[config.mk]
export PLATFORM = sky130hd
export DESIGN_NAME = power_loss_protection_fsm
export DESIGN_NICKNAME = d
export VERILOG_FILES = /design/src/inc/plp_pkg.sv /design/src/rtl/plp_timer.sv /design/src/rtl/plp_sync.sv /design/src/rtl/power_loss_protection_fsm.sv
export SDC_FILE = /design/constraint.sdc
export NUM_CORES = 1
export LEC_CHECK = 0
export ABC_CLOCK_PERIOD_IN_PS = 3900
export BUFFER_PORTS_ARGS = -buffer_cell sky130_fd_sc_hd__buf_2
export CAP_MARGIN = 30
export CORE_ASPECT_RATIO = 0.5
export CORE_MARGIN = 2
export CORE_UTILIZATION = 40
export CTS_BUF_LIST = sky130_fd_sc_hd__clkbuf_4
export DETAILED_ROUTE_END_ITERATION = 8
export GPL_ROUTABILITY_DRIVEN = 0
export PLACE_DENSITY = 0.62
export SLEW_MARGIN = 40
export SYNTH_ARGS = -nofsm -noshare
export SYNTH_HDL_FRONTEND = slang
export SYNTH_HIERARCHICAL = 1
export SYNTH_SLANG_ARGS = --single-unit
[constraint.sdc]
create_clock -name clk -period 3.9 [get_ports clk]
set_clock_uncertainty 0.2 [all_clocks]
set_input_delay 0.39 -clock clk [delete_from_list [all_inputs] [get_ports clk]]
set_output_delay 0.39 -clock clk [all_outputs]
set_load 0.02 [all_outputs]
[src/inc/plp_pkg.sv]
// Purpose: shared constants and types for the power-loss supervisor
// Assumes: 100 MHz clk
// Notes: state codes are binary, 3 bits
package plp_pkg;
	localparam int unsigned clk_mhz = 100;
	localparam int unsigned softstart_ms = 10;
	localparam int unsigned softstart_cycles = softstart_ms * 1000 * clk_mhz;
	localparam int unsigned health_period_s = 240;
	localparam longint unsigned health_cycles = 64'(health_period_s) * 64'd1000000 * 64'(clk_mhz);
	localparam int unsigned health_run_us = 100;
	localparam int unsigned health_run_cycles = health_run_us * clk_mhz;

	typedef enum logic [2:0] {
		st_por = 3'h0,
		st_softstart = 3'h1,
		st_normal = 3'h2,
		st_health = 3'h3,
		st_backup = 3'h4,
		st_warn_halt = 3'h5,
		st_full_halt = 3'h6
	} op_state_t;

	localparam logic [2:0] en_ov_default = 3'h7;
	localparam int unsigned n_status = 16;
	localparam logic [15:0] mask_default = 16'h0000;
	localparam logic [15:0] status_default = 16'h0000;
	localparam int force_off_bit = 0;
	localparam int health_trig_bit = 1;
	localparam logic [7:0] ctrl_reg_addr = 8'h0a;
	localparam logic [7:0] state_reg_addr = 8'h00;
endpackage

[src/rtl/plp_timer.sv]
// Purpose: count cycles while enabled, pulse done on reaching limit
// Assumes: limit fits in 40 bits
// Notes: clear restarts the count
module plp_timer #(
	parameter logic [39:0] limit = 40'h1
)(
	input wire logic clk,
	input wire logic rst,
	input wire logic clear,
	input wire logic run,
	output logic done
);
	typedef struct packed
	{
		logic [39:0] count;
		logic done;
	} timer_state_t;
	timer_state_t s, next_s;

	always_comb
	begin
		next_s = s;
		next_s.done = 1'b0;
		if (clear)
		begin
			next_s.count = 40'h0;
		end
		else if (run)
		begin
			if (s.count >= limit - 40'h1)
			begin
				next_s.count = 40'h0;
				next_s.done = 1'b1;
			end
			else
			begin
				next_s.count = s.count + 40'h1;
			end
		end
	end

	always_ff @(posedge clk or posedge rst)
	begin
		if (rst)
		begin
			s <= '0;
		end
		else
		begin
			s <= next_s;
		end
	end
	assign done = s.done;
endmodule // plp_timer

[src/rtl/plp_sync.sv]
// Purpose: two-flop synchroniser for a bus of pin levels
// Assumes: levels are quasi-static
// Notes: first stage feeds only the second
module plp_sync #(
	parameter int width = 1
)(
	input wire logic clk,
	input wire logic rst,
	input wire logic [width-1:0] d,
	output logic [width-1:0] q
);
	typedef struct packed
	{
		logic [width-1:0] meta;
		logic [width-1:0] sync;
	} sync_state_t;
	sync_state_t s, next_s;

	always_comb
	begin
		next_s.meta = d;
		next_s.sync = s.meta;
	end

	always_ff @(posedge clk or posedge rst)
	begin
		if (rst)
		begin
			s <= '0;
		end
		else
		begin
			s <= next_s;
		end
	end
	assign q = s.sync;
endmodule // plp_sync

[src/rtl/power_loss_protection_fsm.sv]
// Purpose: supervisory state machine of a power-loss-protection controller
// Assumes: comparator flags are asynchronous pins, host strobes are on clk
// Notes: register access is plain ports, no bus engine
module power_loss_protection_fsm (
	input wire logic clk,
	input wire logic rst,
	input wire logic enable_above_undervoltage,
	input wire logic [6:0] enable_above_ov_step,
	input wire logic input_above_lockout,
	input wire logic input_overvoltage,
	input wire logic input_undervoltage,
	input wire logic fuse_overcurrent,
	input wire logic fuse_current_warning,
	input wire logic diff_below_200mv,
	input wire logic diff_above_560mv,
	input wire logic storage_below_3v6,
	input wire logic storage_overvoltage,
	input wire logic storage_undervoltage,
	input wire logic buck_out_fault,
	input wire logic buck_op_fault,
	input wire logic buck_uv_shutdown,
	input wire logic ref_undervoltage,
	input wire logic temp_above_145c,
	input wire logic temp_above_155c,
	input wire logic regulator_fail,
	input wire logic boot_cap_fail,
	input wire logic health_done,
	input wire logic adc_data_ready,
	input wire logic adc_out_of_limit,
	input wire logic ctrl_write,
	input wire logic [7:0] ctrl_wdata,
	input wire logic ov_level_write,
	input wire logic [2:0] ov_level_wdata,
	input wire logic mask_write,
	input wire logic [15:0] mask_wdata,
	input wire logic status_read,
	output logic [2:0] current_state,
	output logic [1:0] ctrl_readback,
	output logic [2:0] enable_pin_overvoltage_level,
	output logic [15:0] fault_status,
	output logic fault_alert_n,
	output logic fuse_en,
	output logic boost_en,
	output logic buck_en,
	output logic adc_en,
	output logic ref_en,
	output logic health_active,
	output logic charge_start,
	output logic serial_reset,
	output logic reg_access_en
);
	localparam logic [39:0] soft_lim = 40'(plp_pkg::softstart_cycles);
	localparam logic [39:0] hlth_lim = 40'(plp_pkg::health_cycles);

	logic [23:0] raw_in, sy;
	logic soft_done, period_done;

	assign raw_in = {enable_above_undervoltage, enable_above_ov_step[6:0],
		input_above_lockout, input_overvoltage, input_undervoltage, fuse_overcurrent,
		fuse_current_warning, diff_below_200mv, diff_above_560mv, storage_below_3v6,
		storage_overvoltage, storage_undervoltage, buck_out_fault, buck_op_fault,
		buck_uv_shutdown, ref_undervoltage, temp_above_145c, temp_above_155c};

	plp_sync #(.width(24)) u_sync (
		.clk(clk),
		.rst(rst),
		.d(raw_in),
		.q(sy)
	);

	logic enable_undervoltage_threshold_ok, in_lock_ok, in_ov, in_uv, f_oc, f_warn, d_lo, d_hi;
	logic s_low, s_ov, s_uv, b_out, b_op, b_uvs, r_uv, t145, t155;
	logic [6:0] ov_step;
	assign {enable_undervoltage_threshold_ok, ov_step, in_lock_ok, in_ov, in_uv, f_oc, f_warn, d_lo, d_hi,
		s_low, s_ov, s_uv, b_out, b_op, b_uvs, r_uv, t145, t155} = sy;

	// misc fault and status pins not through the bus: sync locally
	logic [4:0] misc_sy;
	plp_sync #(.width(5)) u_sync2 (
		.clk(clk),
		.rst(rst),
		.d({regulator_fail, boot_cap_fail, health_done, adc_data_ready, adc_out_of_limit}),
		.q(misc_sy)
	);

	typedef struct packed
	{
		plp_pkg::op_state_t st;
		logic force_off;
		logic health_req;
		logic [2:0] ov_level;
		logic [15:0] mask;
		logic [15:0] status;
		logic [15:0] prev_src;
		logic alert_n;
		logic health_run;
		logic charge;
		logic serial_rst;
		logic [4:0] en;
		logic reg_access;
	} fsm_state_t;
	fsm_state_t s, next_s;

	// selected overvoltage threshold exceeded
	function automatic logic ov_hit(input logic [2:0] lvl, input logic [6:0] step);
		if (lvl == 3'h0)
			return 1'b0;
		return step[lvl - 3'h1];
	endfunction

	// enables {fuse, boost, buck, adc, ref}
	function automatic logic [4:0] enables(input plp_pkg::op_state_t st);
		unique case (st)
			plp_pkg::st_por: return 5'h00;
			plp_pkg::st_softstart: return 5'h11;
			plp_pkg::st_normal: return 5'h1b;
			plp_pkg::st_health: return 5'h1b;
			plp_pkg::st_backup: return 5'h07;
			plp_pkg::st_warn_halt: return 5'h13;
			plp_pkg::st_full_halt: return 5'h00;
			default: return 5'h00;
		endcase
	endfunction

	logic en_ov_hit, fuse_fault, warn_cause, regs_live;
	logic [15:0] src;
	assign en_ov_hit = ov_hit(s.ov_level, ov_step);
	assign fuse_fault = !enable_undervoltage_threshold_ok || en_ov_hit || in_ov || f_oc || d_hi;
	assign warn_cause = t145 || misc_sy[4] || misc_sy[3];
	assign regs_live = s.st != plp_pkg::st_full_halt && s.st != plp_pkg::st_por;
	assign src = {in_ov, in_uv, t145, t155, d_hi, f_warn, f_oc, s_ov, s_uv,
		s.st == plp_pkg::st_backup, b_op, b_uvs, r_uv, misc_sy[1], misc_sy[0], 1'b0};

	plp_timer #(.limit(soft_lim)) u_soft (
		.clk(clk),
		.rst(rst),
		.clear(s.st != plp_pkg::st_softstart),
		.run(d_lo),
		.done(soft_done)
	);

	plp_timer #(.limit(hlth_lim)) u_period (
		.clk(clk),
		.rst(rst),
		.clear(s.st != plp_pkg::st_normal && s.st != plp_pkg::st_health),
		.run(s.st == plp_pkg::st_normal),
		.done(period_done)
	);

	always_comb
	begin
		next_s = s;
		next_s.charge = 1'b0;
		next_s.serial_rst = 1'b0;
		if (regs_live && ctrl_write)
		begin
			if (ctrl_wdata[plp_pkg::force_off_bit])
				next_s.force_off = 1'b1;
			if (ctrl_wdata[plp_pkg::health_trig_bit])
				next_s.health_req = 1'b1;
		end
		if (regs_live && ov_level_write)
			next_s.ov_level = ov_level_wdata;
		if (regs_live && mask_write)
			next_s.mask = mask_wdata;
		// status: a change sets, a read reloads the unmasked active sources, set wins
		if (regs_live && status_read)
			next_s.status = src & ~s.mask;
		next_s.status = next_s.status | ((src ^ s.prev_src) & ~s.mask);
		next_s.prev_src = src;
		next_s.alert_n = ~|next_s.status;

		unique case (s.st)
			plp_pkg::st_por:
				if (enable_undervoltage_threshold_ok && in_lock_ok)
					next_s.st = plp_pkg::st_softstart;
			plp_pkg::st_softstart:
				if (s.force_off)
					next_s.st = plp_pkg::st_por;
				else if (t155)
					next_s.st = plp_pkg::st_full_halt;
				else if (warn_cause)
					next_s.st = plp_pkg::st_warn_halt;
				else if (soft_done && d_lo)
				begin
					next_s.st = plp_pkg::st_normal;
					next_s.charge = 1'b1;
				end
			plp_pkg::st_normal, plp_pkg::st_health:
				if (s.force_off)
					next_s.st = plp_pkg::st_por;
				else if (t155)
					next_s.st = plp_pkg::st_full_halt;
				else if (warn_cause)
					next_s.st = plp_pkg::st_warn_halt;
				else if (fuse_fault)
					next_s.st = plp_pkg::st_backup;
				else if (s.st == plp_pkg::st_normal && (period_done || s.health_req))
					next_s.st = plp_pkg::st_health;
				else if (s.st == plp_pkg::st_health && misc_sy[2])
				begin
					next_s.st = plp_pkg::st_normal;
					next_s.charge = 1'b1;
					// a trigger written in the finishing cycle survives
					if (!(ctrl_write && ctrl_wdata[plp_pkg::health_trig_bit]))
						next_s.health_req = 1'b0;
				end
			plp_pkg::st_backup:
				if (s.force_off || !enable_undervoltage_threshold_ok || s_low || b_out)
					next_s.st = plp_pkg::st_por;
				else if (t155)
					next_s.st = plp_pkg::st_full_halt;
				else if (warn_cause)
					next_s.st = plp_pkg::st_warn_halt;
			plp_pkg::st_warn_halt:
				if (s.force_off)
					next_s.st = plp_pkg::st_por;
				else if (t155)
					next_s.st = plp_pkg::st_full_halt;
				else if (!warn_cause)
				begin
					next_s.st = plp_pkg::st_normal;
					next_s.charge = 1'b1;
				end
			plp_pkg::st_full_halt:
				if (!t145 && !t155 && !f_oc)
					next_s.st = plp_pkg::st_softstart;
			default:
				next_s.st = plp_pkg::st_por;
		endcase
		if (next_s.st == plp_pkg::st_por && s.st != plp_pkg::st_por)
		begin
			next_s.serial_rst = 1'b1;
			next_s.force_off = 1'b0; // force_off and health_req cleared, other registers kept
			next_s.health_req = 1'b0;
		end
		next_s.health_run = next_s.st == plp_pkg::st_health;
		next_s.en = enables(next_s.st);
		next_s.reg_access = next_s.st != plp_pkg::st_full_halt
			&& next_s.st != plp_pkg::st_por;
	end

	always_ff @(posedge clk or posedge rst)
	begin
		if (rst)
		begin
			s <= '0;
			s.st <= plp_pkg::st_por;
			s.ov_level <= plp_pkg::en_ov_default;
			s.mask <= plp_pkg::mask_default;
			s.status <= plp_pkg::status_default;
			s.alert_n <= 1'b1;
		end
		else
		begin
			s <= next_s;
		end
	end

	assign current_state = s.st;
	assign ctrl_readback = {s.health_req, s.force_off};
	assign enable_pin_overvoltage_level = s.ov_level;
	assign fault_status = s.status;
	assign fault_alert_n = s.alert_n;
	assign {fuse_en, boost_en, buck_en, adc_en, ref_en} = s.en;
	assign health_active = s.health_run;
	assign charge_start = s.charge;
	assign serial_reset = s.serial_rst;
	assign reg_access_en = s.reg_access;
endmodule // power_loss_protection_fsm

# Yosys cells after proc, flatten, opt, wreduce, memory -nomap -nowiden
# Index checks and enable logic that the tools add are counted.
# totals
reg_bits	205
in_bits	62
# op_classes
addsub	3
n_lt_le_gt_ge	3
n_eq_ne	16
mux	63
n_bitwise	5
reduce_logical	43
# op_table
op	n
$mux 40	4
$mux 41	2
$add 40x1->40 const B	2
$mux 3	18
$ge 40x20->1 const B	1
$ge 40x35->1 const B	1
$and 16x16->16	2
$mux 1	32
$pmux 5 s4	1
$pmux 3 s6	1
$mux 16	1
$not 16->16	1
$or 16x16->16	1
$reduce_or 16->1	1
$xor 16x16->16	1
$eq 3x3->1 const B	5
$logic_and 1x1->1	15
$eq 3x2->1 const B	4
$logic_or 1x1->1	10
$logic_not 3->1	3
$reduce_bool 2->1	4
$eq 3x1->1 const B	2
$ne 3x2->1 const B	2
$ne 3x3->1 const B	2
10 further kinds	17

# Logic depth before layout (Yosys ltp)
# Gate-level depths: netlist of run 1.
# logic_depth
depth_word	17
depth_mapped	11
depth_no_buf	8

# By module
# Netlist of run 1, hierarchy kept.
# by_module_without_submodules
mod	n_inst	cells_per_inst	area_per_inst_um2	seq_area_each_um2
power_loss_protection_fsm	1	289	3128.0	1606.5
plp_timer (u_period)	1	268	2332.2	1026.0
plp_timer (u_soft)	1	193	2010.7	1026.0
plp_sync (u_sync)	1	49	1204.9	1201.2
plp_sync (u_sync2)	1	11	254.0	250.2

# Worst setup path after synthesis of run 1
# Ideal clock, no wire load.
# synth_path
path_kind	flip-flop to flip-flop
startpoint	register s (netlist bit enable_pin_overvoltage_level[0])
endpoint	register s (netlist bit ref_en)
setup_time_ps	139
arrival_time_ps	2573
required_time_ps	3561
slack_ps	988
path_stages_with_launch	10
period_less_slack_ps	2912
path_cell_list	dfstp_2 buf_2 inv_1 ha_1 mux2_2 a211oi_1 nor3_1 o41ai_2 nor2b_1 a21oi_1
# synth_rtl
element	line_no	text
start, declared	power_loss_protection_fsm.sv:102	fsm_state_t s, next_s;
start signal, assigned	power_loss_protection_fsm.sv:256	s <= next_s;

==> impl_metrics.tcl, run 1 <==
set metrics [dict create \
    fmax_mhz 311 \
    post_synth.cell_area_avg_sq_um 11.0 \
    rsz0062_at_grt "no" \
    yosys.area.top_type "dfrtp_1" \
    dieHeight_um 110 \
    netlist_area_sq_um 8930 \
    cts_tree "built" \
    power.switching_w 0.00204 \
    clk_pin_slew_ns 0.07 \
    cp-end-kind "flip-flop" \
    grt_usage_pct 17.0 \
    path_max_fanout 9 \
    ys_types 85 \
    clock-root-buffer "clkbuf_4" \
    p_comb_share_pct 28.2 \
    syn_inst 810 \
    crit_chain "inv_1 -> ha_1 -> mux2_2 -> a211oi_1 -> nor3_1 -> o41ai_2 -> nor2b_1 -> a21oi_1" \
    crit_end "ref_en" \
    synthTopCellsByArea "dfrtp_1 (56%), o21ai_0 (2.6%), nor2_1 (2.6%)" \
    viasPerCell 5.10 \
    ant_nets 0 \
    cp.arrival_ns 3.50 \
    cpMaxStageDelayCell "dfstp_2" \
    critPathMaxStageDelay_ns 0.62 \
    synth-async-reset-ratio_pct 100 \
    num_rows 38 \
    yosys.area.top_type_share_pct 56.0 \
    leakage_nw 4.91 \
    routed-via-count 6615 \
    timing.rr.end "ref_en" \
    syn2layout_area_growth_pct 19.4 \
    num_io_pins 96 \
    status "complete, no violations" \
    drt-initial-drc-count 402 \
    fp.dieW_um 215 \
    relSlewSlack_pct 47.3 \
    cts_buffers 47 \
    cts_resized 0 \
    grt_max_degree 49 \
    seq_area_frac_synth_pct 57.2 \
    worst_slew_pin_slew_ns 0.788 \
    drtPass1Iterations 5 \
    startpoint "enable_pin_overvoltage_level[0]" \
    pwr-share-seq_pct 43.2 \
    drc_errors 0 \
    maxCapViolCount 0 \
    cts_num_sinks 204 \
    synth-seq-cells 204 \
    drv_slew 0 \
    worstPathRequired_ns 4.18 \
    first_global_vias 6629 \
    crit_type "flip-flop to flip-flop" \
    final_common_cell "dfrtp_1" \
    cp_num_buf_inv 1 \
    initial_core_util_pct 41.0 \
    grt_first_pass_wirelength_um 32800 \
    yosysWarnings 6 \
    synth_edf_count 0 \
    reg2reg_from "enable_pin_overvoltage_level[0]" \
    drive_gt1_share_pct 23.2 \
    period_share_pct 82.6 \
    core_area_sq_um 21800 \
    cp_num_cells 8 \
    vdd_ir_drop_max_mv 0.228 \
    cp_top_family "compound AO/OA/AOI/OAI gates" \
    power_switching_share_pct 33.7 \
    pwr_density_cell_nw_per_um2 568 \
    overflow 0 \
    htreeDepth 2 \
    final_hold_viol_count 0 \
    tns_ns 0 \
    setup_viol 0 \
    io_buffers 88 \
    whs_ns 0.0585 \
    min_path_type "input port to flip-flop" \
    mostFrequentLayoutCells "dfrtp_1 (200), buf_2 (88), clkbuf_4 (72)" \
    clkLatencyLatePin_ns 0.62 \
    die-area_sq_um 23600 \
    syn-num-nets 876 \
    p_clk_share_pct 28.6 \
    dp.cells 1155 \
    antenna_found_initial 1 \
    final_nets 1026 \
    p_int_w 0.00402 \
    wl_um 19600 \
    synth_ff_type "dfrtp_1" \
    r2r_cells 8 \
    reg2reg_slack_ns 0.68 \
    layout.cells.non_filler 1298 \
    min_period_ns 3.22 \
    crit_path_start_kind "flip-flop" \
    clockBufferDepth 3 \
    hpwlAfterDp_um 12600 \
    wl_per_cell_um 15.1 \
]
metrics by stage:
stage | power, W | util (%) | setup slack, ns | area, sq um
after global routing | 0.00644 | 49.0 | 0.507 | 10700
final | 0.00606 | 49.0 | 0.680 | 10700
after CTS | 0.00612 | 48.9 | 0.725 | 10600
after floorplan | 0.00397 | - | 0.988 | 8930
after detailed placement | 0.00427 | 43.5 | 0.750 | 9470
after global placement | 0.00423 | 43.4 | 0.833 | 9460
synth_stat cells, drive strengths merged, types with 3 or more instances:
cell and count:
nand4 11, xnor2 6, nand3 41, o31ai 5, a2111oi 6, nand3b 3
nor3b 10, clkbuf 12, o22ai 3, nand2b 5, a31oi 8, buf 37
o21ai 51, and2 35, nor2 62, mux2 20, mux2i 3, nor2b 6
nor4 21, inv 30, and3 11, a21o 24, a22o 11, xor2 7
or2 4, a21oi 23, dfrtp 200, ha 4, and4 6, nor3 23
nand2 50, dfstp 4, o211ai 4, a211oi 4, or3 18, or4 5
a211o 4
sequential cells by signal, summed over array words and instances (netlist names), 2 cells and up:
name / count
u_sync2/next_s: 5
fault_status: 16
u_sync2/q: 5
u_period/s: 40
current_state: 3
u_soft/s: 40
u_sync/q: 24
u_sync/next_s: 24
enable_pin_overvoltage_level: 3
s: 30
ctrl_readback: 2
per-layer routing:
layer / global-route usage [%] / vias up / wire (um)
met3: 3.96 / 36 / 868
li1: - / 3217 / -
met2: 27.5 / 134 / 9180
met4: 5.47 / 0 / 352
met1: 23.0 / 3228 / 9250
met5: 0 / - / 0
cell type report:
class | count | area, sq um
clock inverters | 13 | 80.1
multi-input cells | 525 | 3380
flip-flops and latches | 204 | 5110
well taps | 300 | 375
clock buffers | 72 | 541
diodes | 2 | 5.00
fillers | 2003 | 11100
inverters | 31 | 119
repair buffers | 151 | 1050
worst min-delay path, stage by stage:
cell and delay [ns]:
buf_2 0.12, a21oi_1 0.14, a31o_2 0.16, a31oi_1 0.03
logic make-up (layout without fill, tap and decap cells):
group,count (synthesis),in the layout,synth area share (%)
other,0,2,0
adder cells (fa/ha/maj),4,4,0.560
XOR/XNOR,13,13,1.28
AO/OA/AOI/OAI,162,162,12.8
AND/OR/NAND/NOR,322,322,20.0
multiplexers,24,24,3.11
flip-flops,204,204,57.2
buffers and inverters,81,267,5.11
power groups by stage:
stage | clock network [W] | logic, W | registers, W
5_1_grt | 0.00191 | 0.00187 | 0.00265
3_3_place_gp | 0 | 0.00158 | 0.00265
2_1_floorplan | 0 | 0.00137 | 0.00260
3_5_place_dp | 0 | 0.00161 | 0.00266
6_report | 0.00173 | 0.00171 | 0.00262
4_1_cts | 0.00180 | 0.00171 | 0.00262
how the worst min path moves through the flow:
stage	start	to	slack [ns]	cells after the start
floorplan	rst	u_sync2/next_s[0]	0.03	1
global placement	u_sync2/next_s[2]	u_sync2/q[2]	0.13	0
detailed placement	u_sync2/next_s[1]	u_sync2/q[1]	0.14	0
CTS	ctrl_wdata[1]	ctrl_readback[1]	0.003	4
global route	ctrl_wdata[1]	ctrl_readback[1]	0.02	4
finish	ctrl_wdata[1]	ctrl_readback[1]	0.06	4
repair_timing:
action                                 in CTS  in global routing
hold buffers                               56                  0
endpoints found under the hold margin     214                  0
buffers inserted                            0                  0
Note: power is estimated with default switching activity, not from simulation.
==> run 2, diff against run 1 <==
Settings changed: ABC_CLOCK_PERIOD_IN_PS 3900 to 2710, PLACE_DENSITY 0.62 to 0.64.
Clock period 3.9 ns to 2.71 ns, I/O delays scaled along.
==> impl_metrics.tcl, run 2 (synthesized netlist as in run 1, its figures left out) <==
set metrics [dict create \
    cts_tree "built" \
    worstPathRequired_ns 3.03 \
    mostFrequentLayoutCells "dfrtp_1 (199), buf_2 (88), clkbuf_4 (73)" \
    hpwlAfterDp_um 13400 \
    crit_type "flip-flop to flip-flop" \
    cp-end-kind "flip-flop" \
    min_period_ns 2.64 \
    initial_core_util_pct 41.0 \
    min_path_type "input port to async pin" \
    wl_um 20600 \
    htreeDepth 2 \
    setup_viol 0 \
    cp.arrival_ns 2.96 \
    path_max_fanout 7 \
    grt_max_degree 43 \
    drt-initial-drc-count 589 \
    clkLatencyLatePin_ns 0.62 \
    die-area_sq_um 23600 \
    antenna_found_initial 1 \
    final_common_cell "dfrtp_1" \
    rsz0062_at_grt "yes" \
    final_hold_viol_count 0 \
    clockBufferDepth 3 \
    leakage_nw 5.23 \
    drive_gt1_share_pct 27.7 \
    ant_nets 0 \
    drtPass1Iterations 6 \
    maxCapViolCount 0 \
    tns_ns 0 \
    vdd_ir_drop_max_mv 0.396 \
    wl_per_cell_um 15.3 \
    core_area_sq_um 21800 \
    clk_pin_slew_ns 0.08 \
    crit_path_start_kind "flip-flop" \
    period_share_pct 97.4 \
    status "complete, no violations" \
    drc_errors 0 \
    pwr_density_cell_nw_per_um2 819 \
    viasPerCell 5.13 \
    cts_num_sinks 204 \
    cts_buffers 48 \
    worst_slew_pin_slew_ns 0.657 \
    final_nets 1074 \
    whs_ns 0.0347 \
    dieHeight_um 110 \
    grt_usage_pct 17.5 \
    first_global_vias 6949 \
    num_io_pins 96 \
    clock-root-buffer "clkbuf_4" \
    syn2layout_area_growth_pct 25.1 \
    fp.dieW_um 215 \
    reg_top3 "u_period/s x40, u_soft/s x40, s x30" \
    relSlewSlack_pct 55.9 \
    grt_first_pass_wirelength_um 33700 \
    overflow 0 \
    num_rows 38 \
    fin_util_pct 51.3 \
    fmax_mhz 379 \
    io_buffers 88 \
    routed-via-count 6909 \
    drv_slew 0 \
]
run 2: cell types whose count changed in the layout (fill, tap and decap cells not counted), sizes merged:
cell	before	now
dlygate4sd3	56	57
diode	2	1
clkinv	13	15
buf	95	139
clkbuf	72	75
run 2: final timing paths:
path | start | to | slack [ns] | cells after the start
max in group asynchronous | rst | u_sync/next_s[10] | 1.47 | 4
max reg2reg | enable_pin_overvoltage_level[0] | ref_en | 0.07 | 10
max | enable_pin_overvoltage_level[0] | ref_en | 0.07 | 10
min reg2reg | u_sync/next_s[10] | u_sync/q[10] | 0.13 | 0
min in group clk | mask_write | s[53] | 0.07 | 4
min | rst | u_sync/next_s[18] | 0.03 | 3
run 2: per-layer routing:
layer	GRT usage, %	vias to the layer above	routed length, um
met5	0	-	0
met3	4.26	30	995
met2	29.3	163	9890
met1	22.9	3395	9400
met4	5.32	0	308
li1	-	3321	-
run 2: metrics by stage:
step / setup WS, ns / area [sq um] / total power [W] / instances
final: 0.0693 / 11200 / 0.00914 / 1347
after global routing: -0.0285 / 11200 / 0.00971 / 1347
after CTS: 0.00267 / 11000 / 0.00910 / 1341
after detailed placement: 0.0119 / 9810 / 0.00640 / 1196
after global placement: 0.0431 / 9810 / 0.00633 / 1196
after floorplan: 0.0100 / 8950 / 0.00575 / 810
run 2: area by class of cell:
| type | count | area, sq um |
|---|---|---|
| diodes | 1 | 2.50 |
| clock buffers | 73 | 548 |
| clock inverters | 15 | 86.3 |
| fillers | 1970 | 10600 |
| inverters | 31 | 119 |
| multi-input cells | 525 | 3460 |
| flip-flops and latches | 204 | 5110 |
| well taps | 300 | 375 |
| repair buffers | 198 | 1470 |
run 2: worst max-delay path: stages (launching register included):
cell       delay, ns
dfstp_2         0.54
inv_1           0.08
ha_4            0.31
mux2_4          0.33
a21oi_1         0.20
a2111oi_1       0.11
buf_4           0.15
o31ai_4         0.29
buf_6           0.18
nor2b_4         0.04
a21oi_1         0.13
run 2: repair_timing:
item                       CTS  global route
setup endpoints to repair    0            22
setup buffers                0             3
gates resized for setup      0            18
hold buffers                57             0
hold endpoints to repair   256             0
run 2: report_power, final:
group / switching (W) / internal, W
registers: 0.000257 / 0.00347
clock network: 0.00120 / 0.00133
logic: 0.00162 / 0.00127
